$ cat src/rtl/tcbl_pkg.sv
// shared constants and types for the timer compare and break block
package tcbl_pkg;
  localparam int ADDR_W = 8;
  localparam int NCH = 3;
  // register indices, byte address is four times the index
  localparam logic [5:0] IDX_CV2H = 6'h18;
  localparam logic [5:0] IDX_CV2L = 6'h19;
  localparam logic [5:0] IDX_CV3H = 6'h1a;
  localparam logic [5:0] IDX_CV3L = 6'h1b;
  localparam logic [5:0] IDX_CV4H = 6'h1c;
  localparam logic [5:0] IDX_CV4L = 6'h1d;
  localparam logic [5:0] IDX_BKR = 6'h1e;
  localparam logic [5:0] IDX_IDLE = 6'h30;
  localparam logic [5:0] IDX_CFG2 = 6'h31;
  localparam logic [5:0] IDX_CFG3 = 6'h32;
  localparam logic [5:0] IDX_CFG4 = 6'h33;
  localparam logic [5:0] IDX_ISTAT = 6'h34;
  localparam logic [5:0] IDX_IMASK = 6'h35;
  localparam int IDX_LSB = 2;
  localparam logic [7:0] RST_BYTE = 8'h00;
  localparam logic [15:0] RST_WORD = 16'h0000;
  localparam logic [1:0] LOCK_OFF = 2'h0;
  localparam logic [1:0] LOCK_L1 = 2'h1;
  localparam logic [1:0] LOCK_L2 = 2'h2;
  localparam logic [1:0] LOCK_L3 = 2'h3;
  localparam logic [1:0] RESP_OKAY = 2'h0;
  localparam logic [1:0] RESP_SLVERR = 2'h2;
  // status bits: [2:0] capture ch2..4, [5:3] match ch2..4, [6] break
  localparam int IRQ_W = 7;
  localparam int IRQ_MATCH = 3;
  localparam int IRQ_BREAK = 6;
  typedef enum logic [2:0] {
    OCM_FROZEN = 3'h0, OCM_SET = 3'h1, OCM_CLEAR = 3'h2, OCM_TOGGLE = 3'h3,
    OCM_FORCE_LOW = 3'h4, OCM_FORCE_HIGH = 3'h5, OCM_PWM1 = 3'h6, OCM_PWM2 = 3'h7
  } tcbl_ocm_t;
  // per-channel configuration byte, dir=1 means input capture
  typedef struct packed {
    logic complementary_output_enable;
    logic channel_output_enable;
    logic channel_polarity;
    tcbl_ocm_t output_compare_mode;
    logic preload_enable;
    logic direction_input;
  } tcbl_chcfg_t;
  typedef struct packed {
    logic main_output_enable;
    logic auto_output_enable;
    logic break_polarity;
    logic break_enable;
    logic run_off_state_select;
    logic idle_off_state_select;
    logic [1:0] lock;
  } tcbl_bkr_t;
  // idle levels: bit 2i direct, bit 2i+1 complementary
  typedef logic [5:0] tcbl_idle_t;
endpackage : tcbl_pkg

$ cat src/rtl/tcbl_top.sv
// compare registers of channels 2 to 4, break and output protection
//
// How it works
// - write reaches active compare now or at update
// - active compare matched against counter drives output
// - input mode captures counter; channel 2 read-only
// - compare split into high and low bytes
// - enabled break clears main enable immediately
// - main enable set by software or auto
// - main enable off idles outputs, on uses enables
// - auto enable sets main at update without break
// - break polarity picks active level
// - break enable gates the break input
// - run off-state drives inactive level when enabled
// - idle off-state drives idle level when enabled
// - lock 01 protects idle levels and break config
// - lock 10 adds polarity and off-state bits
// - lock 11 adds mode and preload bits
// - lock field written once after reset
// - main enable off leaves outputs undriven unless idle off-state set
`timescale 1ns/1ns
module tcbl_top #(
  parameter int CNT_W = 16
) (
  input wire logic I_CORE_CLK,
  input wire logic I_RST,
  input wire logic [tcbl_pkg::ADDR_W-1:0] I_AWADDR,
  input wire logic I_AWVALID,
  output logic O_AWREADY,
  input wire logic [31:0] I_WDATA,
  input wire logic [3:0] I_WSTRB,
  input wire logic I_WVALID,
  output logic O_WREADY,
  output logic [1:0] O_BRESP,
  output logic O_BVALID,
  input wire logic I_BREADY,
  input wire logic [tcbl_pkg::ADDR_W-1:0] I_ARADDR,
  input wire logic I_ARVALID,
  output logic O_ARREADY,
  output logic [31:0] O_RDATA,
  output logic [1:0] O_RRESP,
  output logic O_RVALID,
  input wire logic I_RREADY,
  input wire logic [CNT_W-1:0] I_COUNTER_VALUE,
  input wire logic I_UPDATE_EVENT,
  input wire logic [tcbl_pkg::NCH-1:0] I_CAPTURE_EVENT,
  input wire logic I_BREAK_INPUT,
  output logic [tcbl_pkg::NCH-1:0] O_COMPARE_OUT,
  output logic [tcbl_pkg::NCH-1:0] O_OC_LEVEL,
  output logic [tcbl_pkg::NCH-1:0] O_OC_DRIVE,
  output logic [1:0] O_OCN_LEVEL,
  output logic [1:0] O_OCN_DRIVE,
  output logic O_IRQ
);

  typedef struct packed {
    logic aw_full;
    logic [5:0] aw_idx;
    logic w_full;
    logic [7:0] w_byte;
    logic w_en;
    logic awready;
    logic wready;
    logic bvalid;
    logic [1:0] bresp;
    logic arready;
    logic rvalid;
    logic [1:0] rresp;
    logic [7:0] rdata;
    logic lock_done;
    tcbl_pkg::tcbl_bkr_t bkr;
    tcbl_pkg::tcbl_idle_t idle;
    tcbl_pkg::tcbl_chcfg_t [tcbl_pkg::NCH-1:0] cfg;
    logic [tcbl_pkg::NCH-1:0][CNT_W-1:0] preload;
    logic [tcbl_pkg::NCH-1:0][CNT_W-1:0] active;
    logic [tcbl_pkg::NCH-1:0] ref_lvl;
    logic [tcbl_pkg::NCH-1:0] oc_lvl;
    logic [tcbl_pkg::NCH-1:0] oc_drv;
    logic [1:0] ocn_lvl;
    logic [1:0] ocn_drv;
    logic [tcbl_pkg::IRQ_W-1:0] istat;
    logic [tcbl_pkg::IRQ_W-1:0] imask;
    logic irq;
  } tcbl_state_t;

  tcbl_state_t s_q;
  tcbl_state_t s_d;
  logic brk_act;
  logic moe_eff;

  // register index from byte address
  function automatic logic [5:0] reg_index(input logic [tcbl_pkg::ADDR_W-1:0] a);
    reg_index = a[tcbl_pkg::IDX_LSB +: 6];
  endfunction : reg_index

  function automatic logic idx_mapped(input logic [5:0] i);
    idx_mapped = (i >= tcbl_pkg::IDX_CV2H && i <= tcbl_pkg::IDX_BKR) ||
      (i >= tcbl_pkg::IDX_IDLE && i <= tcbl_pkg::IDX_IMASK);
  endfunction : idx_mapped

  // keep old bits where protect mask is set
  function automatic logic [7:0] merge(input logic [7:0] old_v, input logic [7:0] new_v,
                                       input logic [7:0] prot);
    merge = (old_v & prot) | (new_v & ~prot);
  endfunction : merge

  assign brk_act = s_q.bkr.break_enable & (I_BREAK_INPUT == s_q.bkr.break_polarity);
  assign moe_eff = s_q.bkr.main_output_enable & ~brk_act;

  always_comb begin
    logic wr_fire;
    logic [5:0] wi;
    logic [5:0] ri;
    logic [7:0] prot;
    logic [7:0] rb;
    logic match;
    logic inact;
    logic lvl;
    logic [CNT_W-1:0] pre_n;
    logic [tcbl_pkg::IRQ_W-1:0] ev;
    tcbl_pkg::tcbl_chcfg_t c;
    wr_fire = 1'b0;
    wi = '0;
    ri = '0;
    prot = '0;
    rb = '0;
    match = 1'b0;
    inact = 1'b0;
    lvl = 1'b0;
    pre_n = '0;
    ev = '0;
    c = '0;
    s_d = s_q;

    // bus handshakes
    if (I_AWVALID && s_q.awready) begin
      s_d.aw_full = 1'b1;
      s_d.aw_idx = reg_index(I_AWADDR);
    end
    if (I_WVALID && s_q.wready) begin
      s_d.w_full = 1'b1;
      s_d.w_byte = I_WDATA[7:0];
      s_d.w_en = I_WSTRB[0];
    end
    if (s_q.bvalid && I_BREADY) begin
      s_d.bvalid = 1'b0;
    end
    wr_fire = s_q.aw_full && s_q.w_full && !s_q.bvalid;
    wi = s_q.aw_idx;
    if (wr_fire) begin
      s_d.aw_full = 1'b0;
      s_d.w_full = 1'b0;
      s_d.bvalid = 1'b1;
      s_d.bresp = idx_mapped(wi) ? tcbl_pkg::RESP_OKAY : tcbl_pkg::RESP_SLVERR;
    end

    // break register write, lock-aware
    if (wr_fire && s_q.w_en && wi == tcbl_pkg::IDX_BKR) begin
      prot = '0;
      if (s_q.bkr.lock != tcbl_pkg::LOCK_OFF) begin
        prot[6:4] = 3'h7;
      end
      if (s_q.bkr.lock == tcbl_pkg::LOCK_L2 || s_q.bkr.lock == tcbl_pkg::LOCK_L3) begin
        prot[3:2] = 2'h3;
      end
      if (s_q.lock_done) begin
        prot[1:0] = 2'h3;
      end
      s_d.bkr = merge(s_q.bkr, s_q.w_byte, prot);
      s_d.lock_done = 1'b1;
    end
    if (wr_fire && s_q.w_en && wi == tcbl_pkg::IDX_IDLE && s_q.bkr.lock == tcbl_pkg::LOCK_OFF) begin
      s_d.idle = s_q.w_byte[5:0];
    end
    if (wr_fire && s_q.w_en && wi == tcbl_pkg::IDX_IMASK) begin
      s_d.imask = s_q.w_byte[tcbl_pkg::IRQ_W-1:0];
    end

    // main output enable: auto set, then break clear wins
    if (s_q.bkr.auto_output_enable && I_UPDATE_EVENT && !brk_act) begin
      s_d.bkr.main_output_enable = 1'b1;
    end
    if (brk_act) begin
      s_d.bkr.main_output_enable = 1'b0;
      ev[tcbl_pkg::IRQ_BREAK] = 1'b1;
    end

    for (int i = 0; i < tcbl_pkg::NCH; i++) begin
      c = s_q.cfg[i];
      // channel config with lock on output channels
      if (wr_fire && s_q.w_en && wi == tcbl_pkg::IDX_CFG2 + 6'(i)) begin
        prot = '0;
        if (!c.direction_input && (s_q.bkr.lock == tcbl_pkg::LOCK_L2 || s_q.bkr.lock == tcbl_pkg::LOCK_L3)) begin
          prot[5] = 1'b1;
        end
        if (!c.direction_input && s_q.bkr.lock == tcbl_pkg::LOCK_L3) begin
          prot[4:1] = 4'hf;
        end
        s_d.cfg[i] = merge(s_q.cfg[i], s_q.w_byte, prot);
      end
      // preload bytes, channel 2 read-only while capturing
      pre_n = s_q.preload[i];
      if (wr_fire && s_q.w_en && !(i == 0 && c.direction_input)) begin
        if (wi == tcbl_pkg::IDX_CV2H + 6'(2 * i)) begin
          pre_n[15:8] = s_q.w_byte;
        end
        if (wi == tcbl_pkg::IDX_CV2L + 6'(2 * i)) begin
          pre_n[7:0] = s_q.w_byte;
        end
      end
      if (c.direction_input && I_CAPTURE_EVENT[i]) begin
        pre_n = I_COUNTER_VALUE;
        ev[i] = 1'b1;
      end
      s_d.preload[i] = pre_n;
      if (!c.preload_enable || (I_UPDATE_EVENT && !c.direction_input)) begin
        s_d.active[i] = pre_n;
      end

      // reference waveform from the compare mode
      match = !c.direction_input && (I_COUNTER_VALUE == s_q.active[i]);
      if (match) begin
        ev[tcbl_pkg::IRQ_MATCH + i] = 1'b1;
      end
      case (c.output_compare_mode)
        tcbl_pkg::OCM_SET: s_d.ref_lvl[i] = match ? 1'b1 : s_q.ref_lvl[i];
        tcbl_pkg::OCM_CLEAR: s_d.ref_lvl[i] = match ? 1'b0 : s_q.ref_lvl[i];
        tcbl_pkg::OCM_TOGGLE: s_d.ref_lvl[i] = match ^ s_q.ref_lvl[i];
        tcbl_pkg::OCM_FORCE_LOW: s_d.ref_lvl[i] = 1'b0;
        tcbl_pkg::OCM_FORCE_HIGH: s_d.ref_lvl[i] = 1'b1;
        tcbl_pkg::OCM_PWM1: s_d.ref_lvl[i] = I_COUNTER_VALUE < s_q.active[i];
        tcbl_pkg::OCM_PWM2: s_d.ref_lvl[i] = !(I_COUNTER_VALUE < s_q.active[i]);
        default: s_d.ref_lvl[i] = s_q.ref_lvl[i];
      endcase

      // pin stage for the direct output
      lvl = s_q.ref_lvl[i] ^ c.channel_polarity;
      inact = c.channel_polarity;
      s_d.oc_lvl[i] = 1'b0;
      s_d.oc_drv[i] = 1'b0;
      if (c.direction_input) begin
        s_d.oc_drv[i] = 1'b0;
      end else if (moe_eff) begin
        if (c.channel_output_enable) begin
          s_d.oc_lvl[i] = lvl;
          s_d.oc_drv[i] = 1'b1;
        end else if (i < 2 && s_q.bkr.run_off_state_select && c.complementary_output_enable) begin
          s_d.oc_lvl[i] = inact;
          s_d.oc_drv[i] = 1'b1;
        end
      end else if (s_q.bkr.idle_off_state_select && c.channel_output_enable) begin
        s_d.oc_lvl[i] = s_q.idle[2 * i];
        s_d.oc_drv[i] = 1'b1;
      end

      // complementary output, channels 2 and 3 only
      if (i < 2) begin
        s_d.ocn_lvl[i] = 1'b0;
        s_d.ocn_drv[i] = 1'b0;
        if (!c.direction_input && moe_eff) begin
          if (c.complementary_output_enable) begin
            s_d.ocn_lvl[i] = !lvl;
            s_d.ocn_drv[i] = 1'b1;
          end else if (s_q.bkr.run_off_state_select && c.channel_output_enable) begin
            s_d.ocn_lvl[i] = !inact;
            s_d.ocn_drv[i] = 1'b1;
          end
        end else if (!c.direction_input && s_q.bkr.idle_off_state_select && c.complementary_output_enable) begin
          s_d.ocn_lvl[i] = s_q.idle[2 * i + 1];
          s_d.ocn_drv[i] = 1'b1;
        end
      end
    end

    // sticky status, set wins over write-one clear
    if (wr_fire && s_q.w_en && wi == tcbl_pkg::IDX_ISTAT) begin
      s_d.istat = s_q.istat & ~s_q.w_byte[tcbl_pkg::IRQ_W-1:0];
    end
    s_d.istat = s_d.istat | ev;
    s_d.irq = |(s_d.istat & s_d.imask);

    // read channel
    if (s_q.rvalid && I_RREADY) begin
      s_d.rvalid = 1'b0;
    end
    if (I_ARVALID && s_q.arready) begin
      ri = reg_index(I_ARADDR);
      case (ri)
        tcbl_pkg::IDX_CV2H: rb = s_q.preload[0][15:8];
        tcbl_pkg::IDX_CV2L: rb = s_q.preload[0][7:0];
        tcbl_pkg::IDX_CV3H: rb = s_q.preload[1][15:8];
        tcbl_pkg::IDX_CV3L: rb = s_q.preload[1][7:0];
        tcbl_pkg::IDX_CV4H: rb = s_q.preload[2][15:8];
        tcbl_pkg::IDX_CV4L: rb = s_q.preload[2][7:0];
        tcbl_pkg::IDX_BKR: rb = {moe_eff, s_q.bkr[6:0]};
        tcbl_pkg::IDX_IDLE: rb = {2'h0, s_q.idle};
        tcbl_pkg::IDX_CFG2: rb = s_q.cfg[0];
        tcbl_pkg::IDX_CFG3: rb = s_q.cfg[1];
        tcbl_pkg::IDX_CFG4: rb = s_q.cfg[2];
        tcbl_pkg::IDX_ISTAT: rb = {1'b0, s_q.istat};
        tcbl_pkg::IDX_IMASK: rb = {1'b0, s_q.imask};
        default: rb = '0;
      endcase
      s_d.rdata = rb;
      s_d.rresp = idx_mapped(ri) ? tcbl_pkg::RESP_OKAY : tcbl_pkg::RESP_SLVERR;
      s_d.rvalid = 1'b1;
    end
    s_d.arready = !s_d.rvalid;
    s_d.awready = !s_d.aw_full && !s_d.bvalid;
    s_d.wready = !s_d.w_full && !s_d.bvalid;
  end

  always_ff @(posedge I_CORE_CLK) begin
    if (I_RST) begin
      s_q <= '0;
      s_q.bkr <= tcbl_pkg::RST_BYTE;
      s_q.preload <= {tcbl_pkg::NCH{tcbl_pkg::RST_WORD}};
      s_q.active <= {tcbl_pkg::NCH{tcbl_pkg::RST_WORD}};
    end else begin
      s_q <= s_d;
    end
  end

  assign O_AWREADY = s_q.awready;
  assign O_WREADY = s_q.wready;
  assign O_BVALID = s_q.bvalid;
  assign O_BRESP = s_q.bresp;
  assign O_ARREADY = s_q.arready;
  assign O_RVALID = s_q.rvalid;
  assign O_RRESP = s_q.rresp;
  assign O_RDATA = {24'h000000, s_q.rdata};
  assign O_COMPARE_OUT = s_q.ref_lvl;
  assign O_OC_LEVEL = s_q.oc_lvl;
  assign O_OC_DRIVE = s_q.oc_drv;
  assign O_OCN_LEVEL = s_q.ocn_lvl;
  assign O_OCN_DRIVE = s_q.ocn_drv;
  assign O_IRQ = s_q.irq;

endmodule : tcbl_top

$ cat config.mk
export PLATFORM = sky130hd
export DESIGN_NAME = tcbl_top
export DESIGN_NICKNAME = d
export VERILOG_FILES = /design/src/rtl/tcbl_pkg.sv /design/src/rtl/tcbl_top.sv
export SDC_FILE = /design/constraint.sdc
export NUM_CORES = 1
export LEC_CHECK = 0
export BUFFER_PORTS_ARGS = -buffer_cell sky130_fd_sc_hd__buf_4
export CORE_ASPECT_RATIO = 0.7
export CORE_MARGIN = 3
export CORE_UTILIZATION = 45
export CTS_CLUSTER_SIZE = 28
export DETAILED_ROUTE_END_ITERATION = 16
export PLACE_DENSITY = 0.64
export SYNTH_ARGS = -nofsm -noshare
export SYNTH_HDL_FRONTEND = slang
export SYNTH_SLANG_ARGS = --single-unit
$ cat constraint.sdc
create_clock -name I_CORE_CLK -period 2.24 [get_ports I_CORE_CLK]
set_input_delay 0.112 -clock I_CORE_CLK [delete_from_list [all_inputs] [get_ports I_CORE_CLK]]
set_output_delay 0.112 -clock I_CORE_CLK [all_outputs]
set_load 0.02 [all_outputs]
* Word level (Yosys, flattened, before mapping)
Cells that the tools add are included.
** Storage, ports and cells
- Bits in registers :: 197
- Logic and storage cells :: 350
** Cells by class
- Equal/unequal tests :: 59
- Magnitude comparators :: 11
- Bitwise operators :: 29
- Muxes and demuxes :: 99
- Reductions and logical operators :: 92
** Operators by type and width (count)
- 8-bit one-hot mux with 13 select lines :: 1
- 16-bit 2-to-1 mux :: 6
- 6-bit by 5-bit equality test with 1-bit output (second input constant) :: 14
- 6-bit equality test (second input constant) :: 12
- 1-bit 2-to-1 mux :: 62
- 8-bit 2-to-1 mux :: 7
- 1-bit logical AND :: 53
- 16-bit equality test :: 3
- 16-bit less-than comparator :: 3
- 3-bit equality test (second input constant) :: 12
- 8-bit bitwise AND :: 4
- 8-bit bitwise OR :: 4
- 8-bit by 6-bit bitwise AND with 8-bit output :: 3
- 4-bit 2-to-1 mux :: 6
- 6-bit inverter with 8-bit output :: 3
- 7-bit 2-to-1 mux :: 3
- 1-bit one-hot mux with 7 select lines :: 3
- 7-bit nonzero test :: 3
- 1-bit zero test :: 19
- 3-bit by 2-bit equality test with 1-bit output (second input constant) :: 6
- 7-bit bitwise AND :: 2
- 6-bit by 5-bit greater-or-equal comparator with 1-bit output (second input constant) :: 2
- 6-bit greater-or-equal comparator (second input constant) :: 2
- 6-bit by 5-bit less-or-equal comparator with 1-bit output (second input constant) :: 2
- 22 further kinds :: 55

* Depth between registers and ports, before layout
Gate-level depths: netlist (run 1).
- Word-level depth :: 10
- Mapped depth :: 8
- Depth with buffers taken out :: 8

* Worst setup path after synthesis (run 1)
No wires, ideal clock.
- Path kind :: reg2reg
- Start point :: reg s_q[29] in the netlist's numbering
- End point :: reg s_q (netlist bit O_COMPARE_OUT[0])
- Path buffers :: 0
- Setup slack :: 0.045 ns
- Setup time :: 0.091 ns
- Data arrival time :: 2.104 ns
- Stages on the path, launching flop included :: 9
- Period minus slack after synthesis :: 2.195 ns
- Cell sequence :: dfxtp_1 -> inv_1 -> ha_1 -> nor2b_1 -> o211ai_1 -> a21oi_1 -> o311a_1 -> or4b_2 -> a311oi_1
** Between the ends
- Cells in the longest elaborated chain, start to end :: 4
- Elaborated cells between the ends (all ways) :: 9
** RTL lines
- from (decl) :: line tcbl_top.sv:86 : tcbl_state_t s_q;
- parallel branches: the longest is 4 deep, another holds 16-bit less-than comparator
Parallel ways; which one is timed is not known.
A chain may end at the register's enable or synchronous reset.

* Final worst setup path (run 1)
- Start point :: reg s_q[190] in the netlist's numbering
- End point :: reg s_q (netlist bit O_IRQ)
** Between the ends
- Cells in the longest elaborated chain, start to end :: 6
- Elaborated cells between the ends (all ways) :: 9
** RTL lines
- 6-bit equality test :: line tcbl_top.sv:276 : if (wr_fire && s_q.w_en && wi == tcbl_pkg::IDX_ISTAT) begin
- 1-bit logical AND :: line tcbl_top.sv:276
- 7-bit 2-to-1 mux :: line tcbl_top.sv:276
- 7-bit bitwise OR :: line tcbl_top.sv:279 : s_d.istat = s_d.istat | ev;
- 7-bit bitwise AND (*) :: line tcbl_top.sv:280 : s_d.irq = |(s_d.istat & s_d.imask);
- 7-bit OR reduction (*) :: line tcbl_top.sv:280
Every way passes the cells marked *; elsewhere a longest branch is shown, timed or not.

==> results_dict.tcl, run 1 <==
set metrics [dict create \
    status "finished clean" \
    first_pass_iters 5 \
    skew_ns 0.0175 \
    rsz0062_at_grt "no" \
    setup_viol 0 \
    min_path_type "in -> reg" \
    antenna_cells 0 \
    fin_crit_sh_pct 95.9 \
    syn_inst 1163 \
    final_common_cell "dfxtp_1" \
    yosys_warnings 0 \
    die-width_um 185 \
    worst_setup_path_end_kind "register" \
    remaining_drc_errors 0 \
    maxCapViolCount 0 \
    clockRootBuffer "clkbuf_16" \
    finalHoldViolations 0 \
    worstPathCellList "nand4bb_1 > nor3_2 > buf_4 > nand2_1 > a21boi_0 > o22ai_1 > o41a_1" \
    period_needed_ns 2.15 \
    grt_pass1_wl_um 49500 \
    power_density_nw_per_um2 607 \
    io_buffers 77 \
    p_leak_nw 4.78 \
    slowest_delay_ns 0.38 \
    maxSlewViolCount 0 \
    fmax_ghz 0.466 \
    num_rows 45 \
    final_util_pct 54.3 \
    synthFlopType "dfxtp_1" \
    cts_max_path_buffers 2 \
    die_area_um2 24200 \
    synth_edf_count 0 \
    switching_share_pct 26.0 \
    cts_max_level 4 \
    whs_ns 0.0539 \
    seq_power_share_pct 49.0 \
    antenna_left 0 \
    ys_types 64 \
    power_mw 7.18 \
    synth_xor_area_share_pct 0.436 \
    critPathKind "reg -> reg" \
    nets 1378 \
    clock_latency_ns 0.45 \
    num_io_pins 135 \
    via_count 8876 \
    grt_overflow 0 \
    cellInternalPower_mw 5.31 \
    tns_ns 0 \
    clk_pin_slew_worst_paths_ns 0.07 \
    slew_headroom_pct 14.5 \
    ys_ff_latch 195 \
    synthAdderAreaFrac_pct 6.17 \
    finalNonFillerCells 1545 \
    cts_made_buffers 17 \
    antenna_found_initial 0 \
    drt_iter0_drc 973 \
    grt_max_degree 98 \
    layout_common_cells "dfxtp_1 (193), buf_4 (138), nor2_1 (99)" \
    p_comb_share_pct 7.9 \
    peakVddDrop_mv 0.530 \
    synth.yosys.seq_area_share_pct 38.8 \
    synthSimpleGateAreaFrac_pct 18.7 \
    layout-drive-gt1-share_pct 15.6 \
    routed_wire_length_per_instance_um 21.4 \
    cpMaxStageDelayCell "o41a_1" \
    syn_to_final_growth_pct 17.8 \
    cp_data_arrival_time_ns 2.46 \
    core_um2 21800 \
    synthArstFlopShare_pct 0 \
    totalWireLength_um 33000 \
    cp.required_ns 2.55 \
    cts_sinks 195 \
    avgViaCountPerCell 5.74 \
    cts_tree "yes" \
    crit_fanout 7 \
    grt_pass1_vias 8238 \
    fp.dieH_um 131 \
    avgSynthCellArea_um2 8.64 \
    dp_cells 1487 \
    cp-start-kind "register" \
    track_usage_pct 27.4 \
    worst_pin_slew_ns 1.27 \
    start_util_pct 46.1 \
    syn_area_um2 10100 \
    p_switching_mw 1.87 \
    synth_top_family_by_area "simple AND/OR/NAND/NOR gates" \
    p_clk_share_pct 43.1 \
    muxShareOfSynthArea_pct 9.60 \
    dp_hpwl_um 24600 \
    routabilityCongestion 1.00 \
    synth_compound_area_share_pct 17.9 \
]
-- logic make-up (layout without fill, tap and decap cells) --
kind of cell / Yosys count / count (layout)
buffers and inverters: 174 / 249
and+or+nand+nor: 369 / 369
other: 1 / 26
DFF: 195 / 195
muxes: 96 / 96
xor gates and xnor gates: 5 / 5
adders and majority gates: 50 / 50
AOI/OAI and AO/OA: 273 / 273
-- power by group through the flow --
stage / combinational [mW] / sequential (mW) / clock [mW]
after floorplan: 0.302 / 3.59 / 0
after global placement: 0.514 / 3.60 / 0
after detailed placement: 0.520 / 3.60 / 0
after CTS: 0.554 / 3.52 / 3.14
after global routing: 0.619 / 3.52 / 3.27
final: 0.569 / 3.52 / 3.10
-- metrics by stage --
step | cell area [um^2] | setup WS [ns]
final | 11800 | 0.0927
after global routing | 11800 | 0.00215
after detailed placement | 10900 | -0.0859
after floorplan | 10100 | 0.0448
after global placement | 10900 | -0.0409
after CTS | 11800 | 0.0220
-- cell type report --
type | count | area, um^2
fillers | 2056 | 9950
well taps | 282 | 353
multi-input cells | 819 | 5470
clock buffers | 19 | 443
inverters | 51 | 191
flip-flops and latches | 195 | 3910
clock inverters | 13 | 143
repair buffers | 166 | 1340
-- critical path, delay by kind of cell, from the launching register on --
kind	cells	cell delay [ns]
flops	1	0.37
compound gates	3	0.84
simple gates	3	0.62
buf+inv	1	0.19
-- per-layer routing --
metal	vias up	GRT usage [%]	wire length, um
met5	-	2.60	87
met1	4227	39.8	15700
met4	2	7.10	593
li1	4218	-	-
met3	48	7.69	2990
met2	381	39.7	13600
-- worst paths after layout --
| check | from | end | slack (ns) | cells after the start |
|---|---|---|---|---|
| worst max-delay path | s_q[190] | O_IRQ | 0.09 | 7 |
| worst min-delay path | I_AWVALID | O_AWREADY | 0.05 | 3 |
| worst max register to register | s_q[190] | O_IRQ | 0.09 | 7 |
| worst min register to register | O_RDATA[4] | O_RDATA[4] | 0.46 | 2 |
-- timing repair --
action,in CTS,in global routing
pin swaps,4,9
endpoints found under the setup margin,1,20
setup buffers,1,0
gates resized for setup,2,15
hold endpoints to repair,19,0
hold buffers,25,0
-- cell usage after synthesis (25+ instances only) --
| master | instances | share of area (%) |
|---|---|---|
| dfxtp_1 | 195 | 39 |
| nor2_1 | 99 | 3.7 |
| nand2_1 | 97 | 3.6 |
| a21oi_1 | 93 | 4.6 |
| mux2i_1 | 93 | 9.3 |
| clkbuf_1 | 65 | 2.4 |
| and2_1 | 54 | 3.4 |
| inv_1 | 51 | 1.9 |
| buf_4 | 50 | 3.7 |
| a22o_1 | 48 | 4.2 |
| ha_1 | 48 | 6.0 |
| a22oi_1 | 38 | 2.8 |
| o21ai_0 | 38 | 1.9 |
| nand3_1 | 25 | 1.2 |
No activity file was read; power rests on OpenSTA's default activity.
==> run 2: changes to the inputs <==
ABC_AREA = 1   (was not set)
TNS_END_PERCENT = 100   (was not set)
==> results_dict.tcl, run 2 <==
set metrics [dict create \
    totalWireLength_um 37500 \
    cts_max_path_buffers 2 \
    syn_to_final_growth_pct 13.4 \
    grt_pass1_wl_um 57200 \
    min_path_type "in -> reg" \
    cp_data_arrival_time_ns 2.30 \
    antenna_found_initial 0 \
    cts_setup_buffers 0 \
    ys_ff_latch 195 \
    slew_headroom_pct 38.6 \
    synthFlopType "dfxtp_1" \
    fin_crit_sh_pct 87.1 \
    setup_viol 0 \
    num_rows 47 \
    r2r_start "s_q[194]" \
    start_util_pct 46.7 \
    antenna_cells 0 \
    hp-start "I_WDATA[0]" \
    cp-start-kind "register" \
    via_count 11000 \
    crit_fanout 16 \
    die_area_um2 26900 \
    clock_latency_ns 0.46 \
    maxCapViolCount 0 \
    cts_made_buffers 17 \
    maxSlewViolCount 0 \
    avgViaCountPerCell 5.35 \
    fmax_ghz 0.513 \
    syn_area_um2 11200 \
    skew_ns 0.00990 \
    nets 1855 \
    drt_iter0_drc 1148 \
    avgSynthCellArea_um2 6.77 \
    netlist.area_leader.share_pct 34.8 \
    worst_pin_slew_ns 0.922 \
    track_usage_pct 27.3 \
    startpoint "s_q[194]" \
    finalHoldViolations 0 \
    worst_setup_path_end_kind "register" \
    peakVddDrop_mv 0.577 \
    dp_hpwl_um 28100 \
    grt_overflow 0 \
    finalInstanceArea_um2 12700 \
    ctsResizeCount 0 \
    synth_area_leaders "dfxtp_1 (35%), nand2_1 (13%), inv_1 (9.0%), nand3_1 (7.9%), a21oi_1 (6.2%)" \
    cts_tree "yes" \
    setup_ws_ns 0.289 \
    wl_met1_um 17500 \
    num_io_pins 135 \
    die-width_um 195 \
    layout_common_cells "nand2_1 (374), inv_1 (268), dfxtp_1 (195)" \
    whs_ns 0.0152 \
    power_density_nw_per_um2 586 \
    cts_max_level 4 \
    yosysMostFrequentCell "nand2_1" \
    critPathKind "reg -> reg" \
    cp.required_ns 2.59 \
    io_buffers 77 \
    period_needed_ns 1.95 \
    synth.yosys.seq_area_share_pct 34.8 \
    routed_wire_length_per_instance_um 18.3 \
    grt_pass1_vias 9701 \
    dp_slack_ns 0.357 \
    clk_pin_slew_worst_paths_ns 0.07 \
    tns_ns 0 \
    routed-wl-met3_um 3870 \
    layout-drive-gt1-share_pct 12.1 \
    synth_top_area_cell "dfxtp_1" \
    core_um2 24100 \
    final-seq-area_um2 3900 \
    remaining_drc_errors 0 \
    multi_input_area_um2 5730 \
    dp_cells 2009 \
    synthTopCellsByCount "nand2_1 (374), inv_1 (268), dfxtp_1 (195)" \
    fillCellCount 2403 \
    clockRootBuffer "clkbuf_16" \
    top_layer "met4" \
    synth_edf_count 0 \
    syn_inst 1658 \
    ys_types 41 \
    routabilityCongestion 0.972 \
    wl_met2_um 15700 \
    finalNonFillerCells 2055 \
    grt_max_degree 75 \
    first_pass_iters 6 \
    p_leak_nw 6.09 \
    synthArstFlopShare_pct 0 \
    final_common_cell "nand2_1" \
    postPlaceCellArea_um2 12000 \
    antenna_left 0 \
    fp.dieH_um 138 \
    rsz0062_at_grt "no" \
    cts_sinks 195 \
    yosys_warnings 0 \
    status "finished clean" \
]
[run 2: changes by cell type in the layout (fill, tap and decap cells not counted), sizes merged, moves of 25 or more]
| cell | before | now |
|---|---|---|
| nand2 | 97 | 377 |
| a22o | 48 | 0 |
| inv | 57 | 276 |
| nand3 | 25 | 183 |
| buf | 141 | 116 |
| and2 | 55 | 3 |
| a22oi | 38 | 0 |
| a21oi | 93 | 141 |
| o211ai | 2 | 53 |
| o21ai | 46 | 108 |
| mux2i | 93 | 0 |
[run 2: worst max-delay path: stages (launching register included)]
cell	delay (ns)
dfxtp_1	0.34
inv_1	0.06
nor2_2	0.14
nand2_2	0.11
nor2_2	0.15
nand3_2	0.38
o211ai_1	0.36
nand3_1	0.17
nand3_1	0.10
inv_1	0.04
[run 2: cells by family after synthesis]
family	Yosys count	synth area share, %
compound gates	316	16.9
xor+xnor	3	0.234
simple gates	710	27.8
fa+ha+maj	48	5.35
buf+inv	385	14.9
flops	195	34.8
other cells	1	0.0334
[run 2: path summary, 6_finish.rpt]
check	to	slack, ns	depth (start not counted)
setup / recovery	s_q[64]	0.29	9
hold reg to reg	s_q[162]	0.47	2
hold / removal	s_q[181]	0.02	3
setup reg to reg	s_q[64]	0.29	9
[run 2: through the flow]
stage	power [mW]	utilization (%)
2_1_floorplan	3.98	-
3_3_place_gp	4.22	49.7
3_5_place_dp	4.23	49.7
4_1_cts	7.45	52.9
5_1_grt	7.66	52.9
6_report	7.45	52.9
[run 2: what timing repair did]
item                       CTS  global route
setup endpoints to repair    0             0
hold buffers                17             0
hold endpoints to repair    18             0
[run 2: layer usage]
layer | vias to the layer above | track usage [%]
li1 | 5418 | -
met1 | 5046 | 41.2
met2 | 505 | 40.0
met3 | 31 | 6.25
met4 | 0 | 5.59
met5 | - | 0
[run 2: area by class of cell]
class	count	area share [%]
clock inverters	10	1.27
repair buffers	133	8.28
multi-input cells	1103	45.1
well taps	318	3.13
clock buffers	19	3.40
flip-flops and latches	195	30.7
inverters	277	8.17
[run 2: power by group]
group	internal, mW	total, mW	switching [mW]	leakage, nW
Clock	1.85	3.26	1.41	0.281
Sequential	3.50	3.55	0.0551	1.57
Combinational	0.203	0.640	0.437	4.23
